--- config.mk ---
export PLATFORM = sky130hd
export DESIGN_NAME = usart_sync
export DESIGN_NICKNAME = d
export VERILOG_FILES = /design/src/usart_pkg.sv /design/src/usart_sync.sv
export SDC_FILE = /design/constraint.sdc
export NUM_CORES = 1
export LEC_CHECK = 0
export BUFFER_PORTS_ARGS = -buffer_cell sky130_fd_sc_hd__buf_2
export CORE_MARGIN = 10
export CORE_UTILIZATION = 30
export CTS_CLUSTER_DIAMETER = 50
export DETAILED_ROUTE_END_ITERATION = 6
export PLACE_DENSITY_LB_ADDON = 0.15
export SYNTH_ARGS = -nofsm -noshare
export SYNTH_HDL_FRONTEND = slang
export SYNTH_SLANG_ARGS = --single-unit
--- constraint.sdc ---
create_clock -name clock -period 2.8 [get_ports clock]
set_input_delay 0.56 -clock clock [delete_from_list [all_inputs] [get_ports clock]]
set_output_delay 0.56 -clock clock [all_outputs]
set_load 0.005 [all_outputs]
--- src/usart_pkg.sv ---
package usart_pkg;

    // ----------------------------------------
    // register addresses
    // ----------------------------------------
    localparam logic [2:0] ADDR_TSC = 3'h0;
    localparam logic [2:0] ADDR_RSC = 3'h1;
    localparam logic [2:0] ADDR_BAUD = 3'h2;
    localparam logic [2:0] ADDR_DIVL = 3'h3;
    localparam logic [2:0] ADDR_DIVH = 3'h4;
    localparam logic [2:0] ADDR_TXD = 3'h5;
    localparam logic [2:0] ADDR_RXD = 3'h6;
    localparam logic [2:0] ADDR_IRQ = 3'h7;

    // ----------------------------------------
    // field positions
    // ----------------------------------------
    localparam int TS_CLK_MASTER = 7;
    localparam int TS_NINE = 6;
    localparam int TS_TRANSMIT_ENABLE = 5;
    localparam int TS_SYNC = 4;
    localparam int TS_HIGH_SPEED = 2;
    localparam int TS_SHIFT_IDLE = 1;
    localparam int TS_NINTH = 0;
    localparam int RS_PORT_EN = 7;
    localparam int RS_NINE = 6;
    localparam int RS_SINGLE = 5;
    localparam int RS_CONT = 4;
    localparam int RS_OVERRUN = 1;
    localparam int RS_NINTH = 0;
    localparam int BC_RX_IDLE = 6;
    localparam int BC_POLARITY = 4;
    localparam int BC_WIDE = 3;
    localparam int IR_GLOBAL = 7;
    localparam int IR_PERIPH = 6;
    localparam int IR_RX_EN = 5;
    localparam int IR_TX_EN = 4;
    localparam int IR_RX_FLAG = 1;
    localparam int IR_TX_FLAG = 0;

    // ----------------------------------------
    // writable bits and reset values
    // ----------------------------------------
    localparam logic [7:0] TSC_WMASK = 8'hf5;
    localparam logic [7:0] RSC_WMASK = 8'hf0;
    localparam logic [7:0] BAUD_WMASK = 8'h18;
    localparam logic [7:0] IRQ_WMASK = 8'hf0;
    localparam logic [7:0] CTRL_RST = 8'h00;

    // ----------------------------------------
    // baud prescale per mode, minus one
    // ----------------------------------------
    localparam logic [4:0] PRE_LOW = 5'h0f;
    localparam logic [4:0] PRE_WIDE = 5'h03;
    localparam logic [4:0] PRE_HIGH = 5'h00;
    localparam int FIFO_DEPTH = 2;

    typedef struct packed {
        logic [2:0] addr;
        logic [7:0] wdata;
        logic wr;
        logic rd;
    } bus_req_t;

    typedef struct packed {
        logic ck;
        logic dt;
    } pin_in_t;

    typedef struct packed {
        logic ck;
        logic ck_oe;
        logic dt;
        logic dt_oe;
    } pin_out_t;

    function automatic logic [3:0] char_last(input logic nine);
        return nine ? 4'h8 : 4'h7;
    endfunction

endpackage

--- src/usart_sync.sv ---
// Our own choices: the register offsets and the strobed register port.
`timescale 1ns/1ps
// Overview of operation
// - master only with sync, enable, clock-master set
// - master rate from split 16-bit divisor
// - nine-bit receive takes nine bits
// - receive flag on full character, gated request
// - status shows ninth bit and overrun
// - data read returns oldest character low byte
// - overrun cleared by continuous-off or port-off
// - slave when sync, enable set, master clear
// - slave transmits only with both enables clear
// - first word moves straight into shifter
// - second word waits, empty flag on move
// - transmit-empty wakes, global enable calls service
// - data write starts slave transmission
// - slave receives on continuous enable only
// - slave receives while asleep and wakes
// - ninth received bit in status register
// - sample on trailing edge into two-entry fifo
// - single receive clocks one character, self-clears
// - data changes on leading edge, one bit/cycle
// - third character sets overrun, fifo kept
module usart_sync #(
    parameter int DIV_W = 16
) (
    input wire logic clock,
    input wire logic arst_n,
    input wire usart_pkg::bus_req_t bus,
    output logic [7:0] rdata,
    input wire logic sleep_mode,
    input wire usart_pkg::pin_in_t pin_i,
    output usart_pkg::pin_out_t pin_o,
    output logic rx_irq_req,
    output logic tx_irq_req,
    output logic wake_req,
    output logic isr_req
);
    import usart_pkg::*;

    if (DIV_W < 8 || DIV_W > 16) begin : g_chk
        $error("divisor width must be 8 to 16");
    end

    // ----------------------------------------
    // reset release
    // ----------------------------------------
    logic [1:0] rst_q_r;
    logic rst_n;

    always_ff @(posedge clock or negedge arst_n) begin
        if (!arst_n) begin
            rst_q_r <= 2'b00;
        end else begin
            rst_q_r <= {rst_q_r[0], 1'b1};
        end
    end
    assign rst_n = rst_q_r[1];

    // ----------------------------------------
    // control registers
    // ----------------------------------------
    logic [7:0] tsc_r, rsc_r, baud_r, divl_r, divh_r, irq_r;
    logic wr_tsc, wr_rsc, wr_txd, rd_rxd;
    logic sync_m, port_enable, clock_master_select, continuous_receive_enable, single_receive_enable, rx9, tx9, transmit_enable;
    logic clock_polarity_select, wide, high_speed_baud_select;
    logic port_on, master, slave, rx_mode, rx_en, tx_on;

    assign wr_tsc = bus.wr && bus.addr == ADDR_TSC;
    assign wr_rsc = bus.wr && bus.addr == ADDR_RSC;
    assign wr_txd = bus.wr && bus.addr == ADDR_TXD;
    assign rd_rxd = bus.rd && bus.addr == ADDR_RXD;

    assign sync_m = tsc_r[TS_SYNC];
    assign clock_master_select = tsc_r[TS_CLK_MASTER];
    assign tx9 = tsc_r[TS_NINE];
    assign transmit_enable = tsc_r[TS_TRANSMIT_ENABLE];
    assign high_speed_baud_select = tsc_r[TS_HIGH_SPEED];
    assign port_enable = rsc_r[RS_PORT_EN];
    assign rx9 = rsc_r[RS_NINE];
    assign single_receive_enable = rsc_r[RS_SINGLE];
    assign continuous_receive_enable = rsc_r[RS_CONT];
    assign clock_polarity_select = baud_r[BC_POLARITY];
    assign wide = baud_r[BC_WIDE];

    assign port_on = port_enable && sync_m;
    assign master = port_on && clock_master_select;
    assign slave = port_on && !clock_master_select;
    assign rx_mode = continuous_receive_enable || single_receive_enable;
    // single receive means nothing without our own clock
    assign rx_en = master ? rx_mode : continuous_receive_enable;
    assign tx_on = port_on && !rx_mode && transmit_enable;

    logic rx_done;

    always_ff @(posedge clock or negedge arst_n) begin
        if (!arst_n) begin
            tsc_r <= CTRL_RST;
            rsc_r <= CTRL_RST;
            baud_r <= CTRL_RST;
            divl_r <= CTRL_RST;
            divh_r <= CTRL_RST;
            irq_r <= CTRL_RST;
        end else begin
            // a software write in the same cycle overrides
            if (master && rx_done && single_receive_enable) begin
                rsc_r[RS_SINGLE] <= 1'b0;
            end
            if (wr_tsc) begin
                tsc_r <= bus.wdata & TSC_WMASK;
            end
            if (wr_rsc) begin
                rsc_r <= bus.wdata & RSC_WMASK;
            end
            if (bus.wr && bus.addr == ADDR_BAUD) begin
                baud_r <= bus.wdata & BAUD_WMASK;
            end
            if (bus.wr && bus.addr == ADDR_DIVL) begin
                divl_r <= bus.wdata;
            end
            if (bus.wr && bus.addr == ADDR_DIVH) begin
                divh_r <= bus.wdata;
            end
            if (bus.wr && bus.addr == ADDR_IRQ) begin
                irq_r <= bus.wdata & IRQ_WMASK;
            end
        end
    end

    // ----------------------------------------
    // pin synchronisers and slave edges
    // ----------------------------------------
    logic [1:0] ck_q_r, dt_q_r;
    logic act_d_r, s_act, s_lead, s_trail;

    always_ff @(posedge clock or negedge arst_n) begin
        if (!arst_n) begin
            ck_q_r <= 2'b00;
            dt_q_r <= 2'b00;
            act_d_r <= 1'b0;
        end else begin
            ck_q_r <= {ck_q_r[0], pin_i.ck};
            dt_q_r <= {dt_q_r[0], pin_i.dt};
            act_d_r <= s_act;
        end
    end

    assign s_act = ck_q_r[1] ^ clock_polarity_select;
    assign s_lead = slave && s_act && !act_d_r;
    assign s_trail = slave && !s_act && act_d_r;

    // ----------------------------------------
    // master clock generator
    // ----------------------------------------
    logic [4:0] pre_r, pre_max;
    logic [DIV_W-1:0] div_cnt_r, divisor;
    logic phase_r, run, tick, lead, trail;
    logic tx_busy_r, overrun_error_flag_r;

    assign divisor = wide ? DIV_W'({divh_r, divl_r}) : DIV_W'(divl_r);
    assign pre_max = high_speed_baud_select ? PRE_HIGH : (wide ? PRE_WIDE : PRE_LOW);
    // stopping run drops the clock at once, mid character too
    assign run = master && !sleep_mode
        && ((rx_mode && !overrun_error_flag_r) || tx_busy_r);
    assign tick = run && pre_r == pre_max && div_cnt_r == divisor;

    always_ff @(posedge clock or negedge arst_n) begin
        if (!arst_n) begin
            pre_r <= '0;
            div_cnt_r <= '0;
            phase_r <= 1'b0;
        end else if (!run) begin
            pre_r <= '0;
            div_cnt_r <= '0;
            phase_r <= 1'b0;
        end else if (pre_r == pre_max) begin
            pre_r <= '0;
            if (div_cnt_r == divisor) begin
                div_cnt_r <= '0;
                phase_r <= !phase_r;
            end else begin
                div_cnt_r <= div_cnt_r + 1'b1;
            end
        end else begin
            pre_r <= pre_r + 5'h01;
        end
    end

    assign lead = master ? (tick && !phase_r) : s_lead;
    assign trail = master ? (tick && phase_r) : s_trail;

    // ----------------------------------------
    // transmitter
    // ----------------------------------------
    logic [8:0] hold_r, tsr_r;
    logic hold_full_r, tx_load, tx_last;
    logic [3:0] tx_cnt_r;

    assign tx_load = tx_on && hold_full_r && !tx_busy_r;
    assign tx_last = tx_busy_r && trail && tx_cnt_r == char_last(tx9);

    always_ff @(posedge clock or negedge arst_n) begin
        if (!arst_n) begin
            hold_r <= '0;
            hold_full_r <= 1'b0;
        end else if (!port_enable) begin
            hold_full_r <= 1'b0;
        end else begin
            if (wr_txd) begin
                hold_r <= {tsc_r[TS_NINTH], bus.wdata};
            end
            // a new word wins over the move to the shifter
            hold_full_r <= wr_txd || (hold_full_r && !tx_load);
        end
    end

    always_ff @(posedge clock or negedge arst_n) begin
        if (!arst_n) begin
            tsr_r <= '0;
            tx_busy_r <= 1'b0;
            tx_cnt_r <= '0;
        end else if (!tx_on) begin
            tx_busy_r <= 1'b0;
            tx_cnt_r <= '0;
        end else if (tx_load) begin
            tsr_r <= hold_r;
            tx_busy_r <= 1'b1;
            tx_cnt_r <= '0;
        end else if (tx_busy_r && trail) begin
            tx_cnt_r <= tx_cnt_r + 4'h1;
            if (tx_last) begin
                tx_busy_r <= 1'b0;
            end
        end else if (tx_busy_r && lead && tx_cnt_r != 4'h0) begin
            tsr_r <= {1'b0, tsr_r[8:1]};
        end
    end

    assign pin_o.dt = tsr_r[0];
    assign pin_o.dt_oe = tx_on;
    assign pin_o.ck = phase_r ^ clock_polarity_select;
    assign pin_o.ck_oe = master;

    // ----------------------------------------
    // receiver and two-entry fifo
    // ----------------------------------------
    logic [8:0] rsr_r, rx_word;
    logic [3:0] rx_cnt_r;
    logic rx_go, push, pop, ovr;
    logic [8:0] fifo_r [FIFO_DEPTH];
    logic [1:0] cnt_r, wr_pos;

    assign rx_go = port_on && rx_en && !overrun_error_flag_r;
    assign rx_done = rx_go && trail
        && rx_cnt_r == char_last(rx9);

    always_comb begin
        rx_word = rsr_r;
        rx_word[rx_cnt_r] = dt_q_r[1];
        if (!rx9) begin
            rx_word[8] = 1'b0;
        end
    end

    always_ff @(posedge clock or negedge arst_n) begin
        if (!arst_n) begin
            rsr_r <= '0;
            rx_cnt_r <= '0;
        end else if (!rx_go) begin
            rx_cnt_r <= '0;
        end else if (trail) begin
            rsr_r[rx_cnt_r] <= dt_q_r[1];
            rx_cnt_r <= rx_done ? 4'h0 : rx_cnt_r + 4'h1;
        end
    end

    assign pop = rd_rxd && cnt_r != 2'd0;
    assign push = rx_done && (cnt_r != 2'd2 || pop);
    assign ovr = rx_done && cnt_r == 2'd2 && !pop;
    assign wr_pos = cnt_r - {1'b0, pop};

    always_ff @(posedge clock or negedge arst_n) begin
        if (!arst_n) begin
            fifo_r[0] <= '0;
            fifo_r[1] <= '0;
            cnt_r <= '0;
        end else if (!port_enable) begin
            cnt_r <= '0;
        end else begin
            if (pop) begin
                fifo_r[0] <= fifo_r[1];
            end
            if (push) begin
                fifo_r[wr_pos[0]] <= rx_word;
            end
            cnt_r <= 2'(cnt_r + {1'b0, push} - {1'b0, pop});
        end
    end

    always_ff @(posedge clock or negedge arst_n) begin
        if (!arst_n) begin
            overrun_error_flag_r <= 1'b0;
        end else if (ovr) begin
            overrun_error_flag_r <= 1'b1;
        end else if (!port_enable || (wr_rsc && !bus.wdata[RS_CONT])
                || (rd_rxd && !continuous_receive_enable)) begin
            overrun_error_flag_r <= 1'b0;
        end
    end

    // ----------------------------------------
    // flags, requests, read port
    // ----------------------------------------
    logic rx_flag, tx_flag;
    logic [7:0] rd_mux, rdata_r;

    assign rx_flag = cnt_r != 2'd0;
    assign tx_flag = !hold_full_r;
    assign rx_irq_req = rx_flag && irq_r[IR_RX_EN];
    assign tx_irq_req = tx_flag && irq_r[IR_TX_EN];
    // wake in slave mode still depends on the system clock: synchronised pin edges and a registered fifo count
    assign wake_req = irq_r[IR_PERIPH]
        && (rx_irq_req || tx_irq_req);
    assign isr_req = wake_req && irq_r[IR_GLOBAL];

    always_comb begin
        rd_mux = 8'h00;
        case (bus.addr)
            ADDR_TSC: begin
                rd_mux = tsc_r;
                rd_mux[TS_SHIFT_IDLE] = !tx_busy_r;
            end
            ADDR_RSC: begin
                rd_mux = rsc_r;
                rd_mux[RS_OVERRUN] = overrun_error_flag_r;
                rd_mux[RS_NINTH] = rx9 && fifo_r[0][8];
            end
            ADDR_BAUD: begin
                rd_mux = baud_r;
                rd_mux[BC_RX_IDLE] = rx_cnt_r == 4'h0;
            end
            ADDR_DIVL: rd_mux = divl_r;
            ADDR_DIVH: rd_mux = divh_r;
            ADDR_TXD: rd_mux = 8'h00;
            ADDR_RXD: rd_mux = rx_flag ? fifo_r[0][7:0] : 8'h00;
            ADDR_IRQ: begin
                rd_mux = irq_r;
                rd_mux[IR_RX_FLAG] = rx_flag;
                rd_mux[IR_TX_FLAG] = tx_flag;
            end
        endcase
    end

    always_ff @(posedge clock or negedge arst_n) begin
        if (!arst_n) begin
            rdata_r <= 8'h00;
        end else begin
            rdata_r <= bus.rd ? rd_mux : 8'h00;
        end
    end
    assign rdata = rdata_r;
endmodule
==> implementation parameters <==
Parameter                              Value

Critical path
  Register-to-Register Setup Slack ... 0.30 ns
  Number of cell instances on the worst register-to-register path ... 7
  Launch instance of the worst register-to-register path ... rx_cnt_r[1]
  Start-to-end type of the worst setup path ... register to output port
  Maximum fanout count along the critical path ... 7
  Arrival time at the worst endpoint ... 2.04 ns
  Critical Path Sink Type ... output port
  R2r endpoint ... fifo_r[17]
  Crit path launch type ... register
  Data required time at the worst endpoint ... 2.24 ns

Routing
  Final ANT Viol Nets ... 0
  Drt drc ... 0
  Iter 0 DRT Violations ... 380
  DR WL/cell ... ~19 um
  Routed WL ... 17400 um
  Vias ... 4771
  Number of search-and-repair iterations in the first detailed-routing pass ... 5
  Vias per Instance ... 5.12

Synthesis
  Sequential fraction of the synthesis area ... 0.487
  Async SR Flop Fraction ... 1.00
  Leading post-synthesis cells by instance count ... sky130_fd_sc_hd__dfrtp_1 (125), sky130_fd_sc_hd__mux2_2 (79), sky130_fd_sc_hd__nor2_1 (49), sky130_fd_sc_hd__nand2_1 (38), sky130_fd_sc_hd__nand3_1 (31)
  Synth Flop Type ... sky130_fd_sc_hd__dfrtp_1
  EDFF count, synth ... 0
  Area share of the largest cell type after synthesis ... 0.487
  Most frequent cell after synthesis ... sky130_fd_sc_hd__dfrtp_1
  Per-instance average area after synthesis ... 10.8 sq um
  Register bit total from synthesis ... 125
  Post-synth design cell area ... about 6400 sq um
  Number of nets in the synthesized netlist ... 621
  Distinct cell type count of the synthesized netlist ... 70
  Post-Synthesis Cells ... about 600
  Top cells by area in the synthesized netlist ... sky130_fd_sc_hd__dfrtp_1 (49%), sky130_fd_sc_hd__mux2_2 (14%), sky130_fd_sc_hd__nor2_1 (2.9%)
  Number of warnings printed during yosys synthesis ... 0
  Cell type with the highest aggregate area in the netlist ... sky130_fd_sc_hd__dfrtp_1

STA
  Tmin final ... roughly 2.6 ns
  Setup repair after global routing missed its margin ... false
  Final setup TNS ... 0 ns
  Worst slew margin ... 0.572
  Part of the cycle the worst path needs ... 0.929
  Number of pins exceeding their max-slew limit in the final report ... 0
  Smallest setup slack after layout ... between 0.15 and 0.2 ns
  Highest Clock Rate ... around 380 MHz
  Final hold vios ... 0
  Worst-Margin Slew ... 0.642 ns
  Worst setup skew after layout ... 0.0112 ns
  Final-report setup violation count ... 0

Floorplanning
  CORE AREA ... 21000 sq um
  Die outline height ... 166 um
  Starting density of the core ... 0.306
  Area enclosed by the die boundary ... 27700 sq um
  Width of the die ... 166 um
  Number of placement rows ... 53
  I/O pin count ... 34

Clocking
  Number of buffers inserted by post-CTS setup repair ... 0
  Source-to-sink clock delay at the later pin of the worst-skew pair ... 0.42 ns
  H-Tree Level Count ... 4
  CTS tree ... done
  Maximum count of clock buffers along a single path ... 2
  Total CTS buffers ... 17
  Clock-pin slew reported for the worst setup and hold paths after clock tree synthesis ... 0.06 ns
  Clock sink count ... 125
  Clk Tree Root Cell ... sky130_fd_sc_hd__clkbuf_16

Global route
  Number of antenna violations at the first check in global routing ... 0
  Wire length of the first global-routing pass ... 28400 um
  Pin count of the biggest net entering global routing ... just under 50
  Grt total ovfl ... 0
  Global-route total usage across every layer ... 0.127
  Via count of the first global-routing pass ... 4951

Outcome
  Status ... finished clean

Cells and area
  Util after Layout ... 0.365
  Share of final-layout standard cells stronger than drive strength 1 ... 0.313
  Layout filler cell count ... 2085
  Area of combinational cells with multiple inputs ... 3090 sq um
  Register Area ... 3130 sq um
  Total inserted antenna cells ... 0
  Final net count ... between 600 and 700
  Synthesis-to-layout area growth ... 19.3%

Flow run
  Max-cap viol count ... 0

Power and ir drop
  P_leak ... 0.00339 uW
  Power density over the cells ... 661 nW/um^2
  Highest ir drop seen on vdd ... between 0.0003 and 0.0004 V

Place
  Weighted congestion at the end of routability-driven global placement ... 0.838
  Post-placement setup slack ... 0.134 ns
  Count of port buffers added during placement ... 33
  Detailed Place HPWL ... around 13000 um

Worst hold path
  Worst hold-check path type ... primary input to async pin
-- worst max-delay path: stages, from the launching register on --
cell and delay, ns:
sky130_fd_sc_hd__dfrtp_1 0.41, sky130_fd_sc_hd__nand2_1 0.15, sky130_fd_sc_hd__or4b_1 0.67, sky130_fd_sc_hd__clkinv_1 0.11, sky130_fd_sc_hd__buf_4 0.16, sky130_fd_sc_hd__buf_2 0.13
-- state kept, by name, summed over array words and instances (netlist names), named ones only --
signal / flops
div_cnt_r: 16
fifo_r: 9
hold_r: 9
rsr_r: 9
tsr_r: 9
divh_r: 8
divl_r: 8
rdata: 8
tsc_r: 6
pre_r: 5
irq_r: 4
rsc_r: 4
rx_cnt_r: 4
tx_cnt_r: 4
baud_r: 2
ck_q_r: 2
cnt_r: 2
dt_q_r: 2
act_d_r: 1
hold_full_r: 1
overrun_error_flag_r: 1
phase_r: 1
tx_busy_r: 1
-- placed cells by master (no fill, tap or decap), drive strengths merged, types with 10 or more instances in the layout --
master / n
inv: 20
mux2: 79
nand2: 38
or2: 11
o221a: 11
a21oi: 20
nor2: 51
xnor2: 17
xor2: 17
o21ai: 20
ha: 10
dfrtp: 125
nand4: 11
buf: 62
nand3: 32
clkbuf: 19
-- how the worst max path moves through the flow --
stage | end | startpoint | slack [ns]
finish | pin_o[0] | tsc_r[4] | 0.20
global route | pin_o[0] | tsc_r[4] | 0.06
CTS | register | baud_r[3] | 0.12
detailed placement | register | baud_r[3] | 0.13
global placement | register | baud_r[3] | 0.19
floorplan | fifo_r[10] | bus[11] | 0.03
-- layer usage --
layer	vias up	global-route usage	part of all wire
met5	-	0	0
met4	0	0.0458	0.020
met3	24	0.0263	0.032
met2	90	0.206	0.49
met1	2402	0.164	0.46
li1	2255	-	-
-- final cells by class --
cell class                 count  share of cell area
inverter                      20             0.00979
clock inverter                13              0.0246
clock buffer                  19              0.0577
tap                          275              0.0449
multi-input combinational    417               0.403
sequential                   125               0.408
timing repair buffer          62              0.0519
-- power breakdown --
group	switching [uW]	internal, uW	leakage, uW	total [uW]
clock network	828	1520	0.000304	2340
registers	169	1970	0.00165	2130
logic	305	284	0.00143	588
total	1300	3770	0.00339	5070
-- kinds of logic (layout without fill, tap and decap cells) --
logic type,after synthesis,in the layout,synth area share
flip-flops,125,125,0.487
buffers and inverters,51,114,0.0339
AND/OR/NAND/NOR,195,195,0.161
XOR/XNOR,34,34,0.0463
adder cells (fa/ha/maj),10,10,0.0195
multiplexers,81,81,0.141
AO/OA/AOI/OAI,97,97,0.112
-- metrics by stage --
| stage | total power (uW) | cell area [sq um] | instances | hold WS (ns) |
|---|---|---|---|---|
| floorplan | 2480 | 6430 | 593 | 0.264 |
| global placement | 2750 | 7030 | 899 | 0.339 |
| CTS | 5130 | 7660 | 931 | 0.179 |
| global route | 5300 | 7670 | 931 | 0.195 |
| detailed placement | 2760 | 7030 | 899 | 0.338 |
| finish | 5070 | 7670 | 931 | 0.158 |
-- timing repair --
item,in CTS,in global routing
endpoints found under the setup margin,0,33
gates resized for setup,0,2
hold buffers,0,0
(Power assumes the default switching activity.)
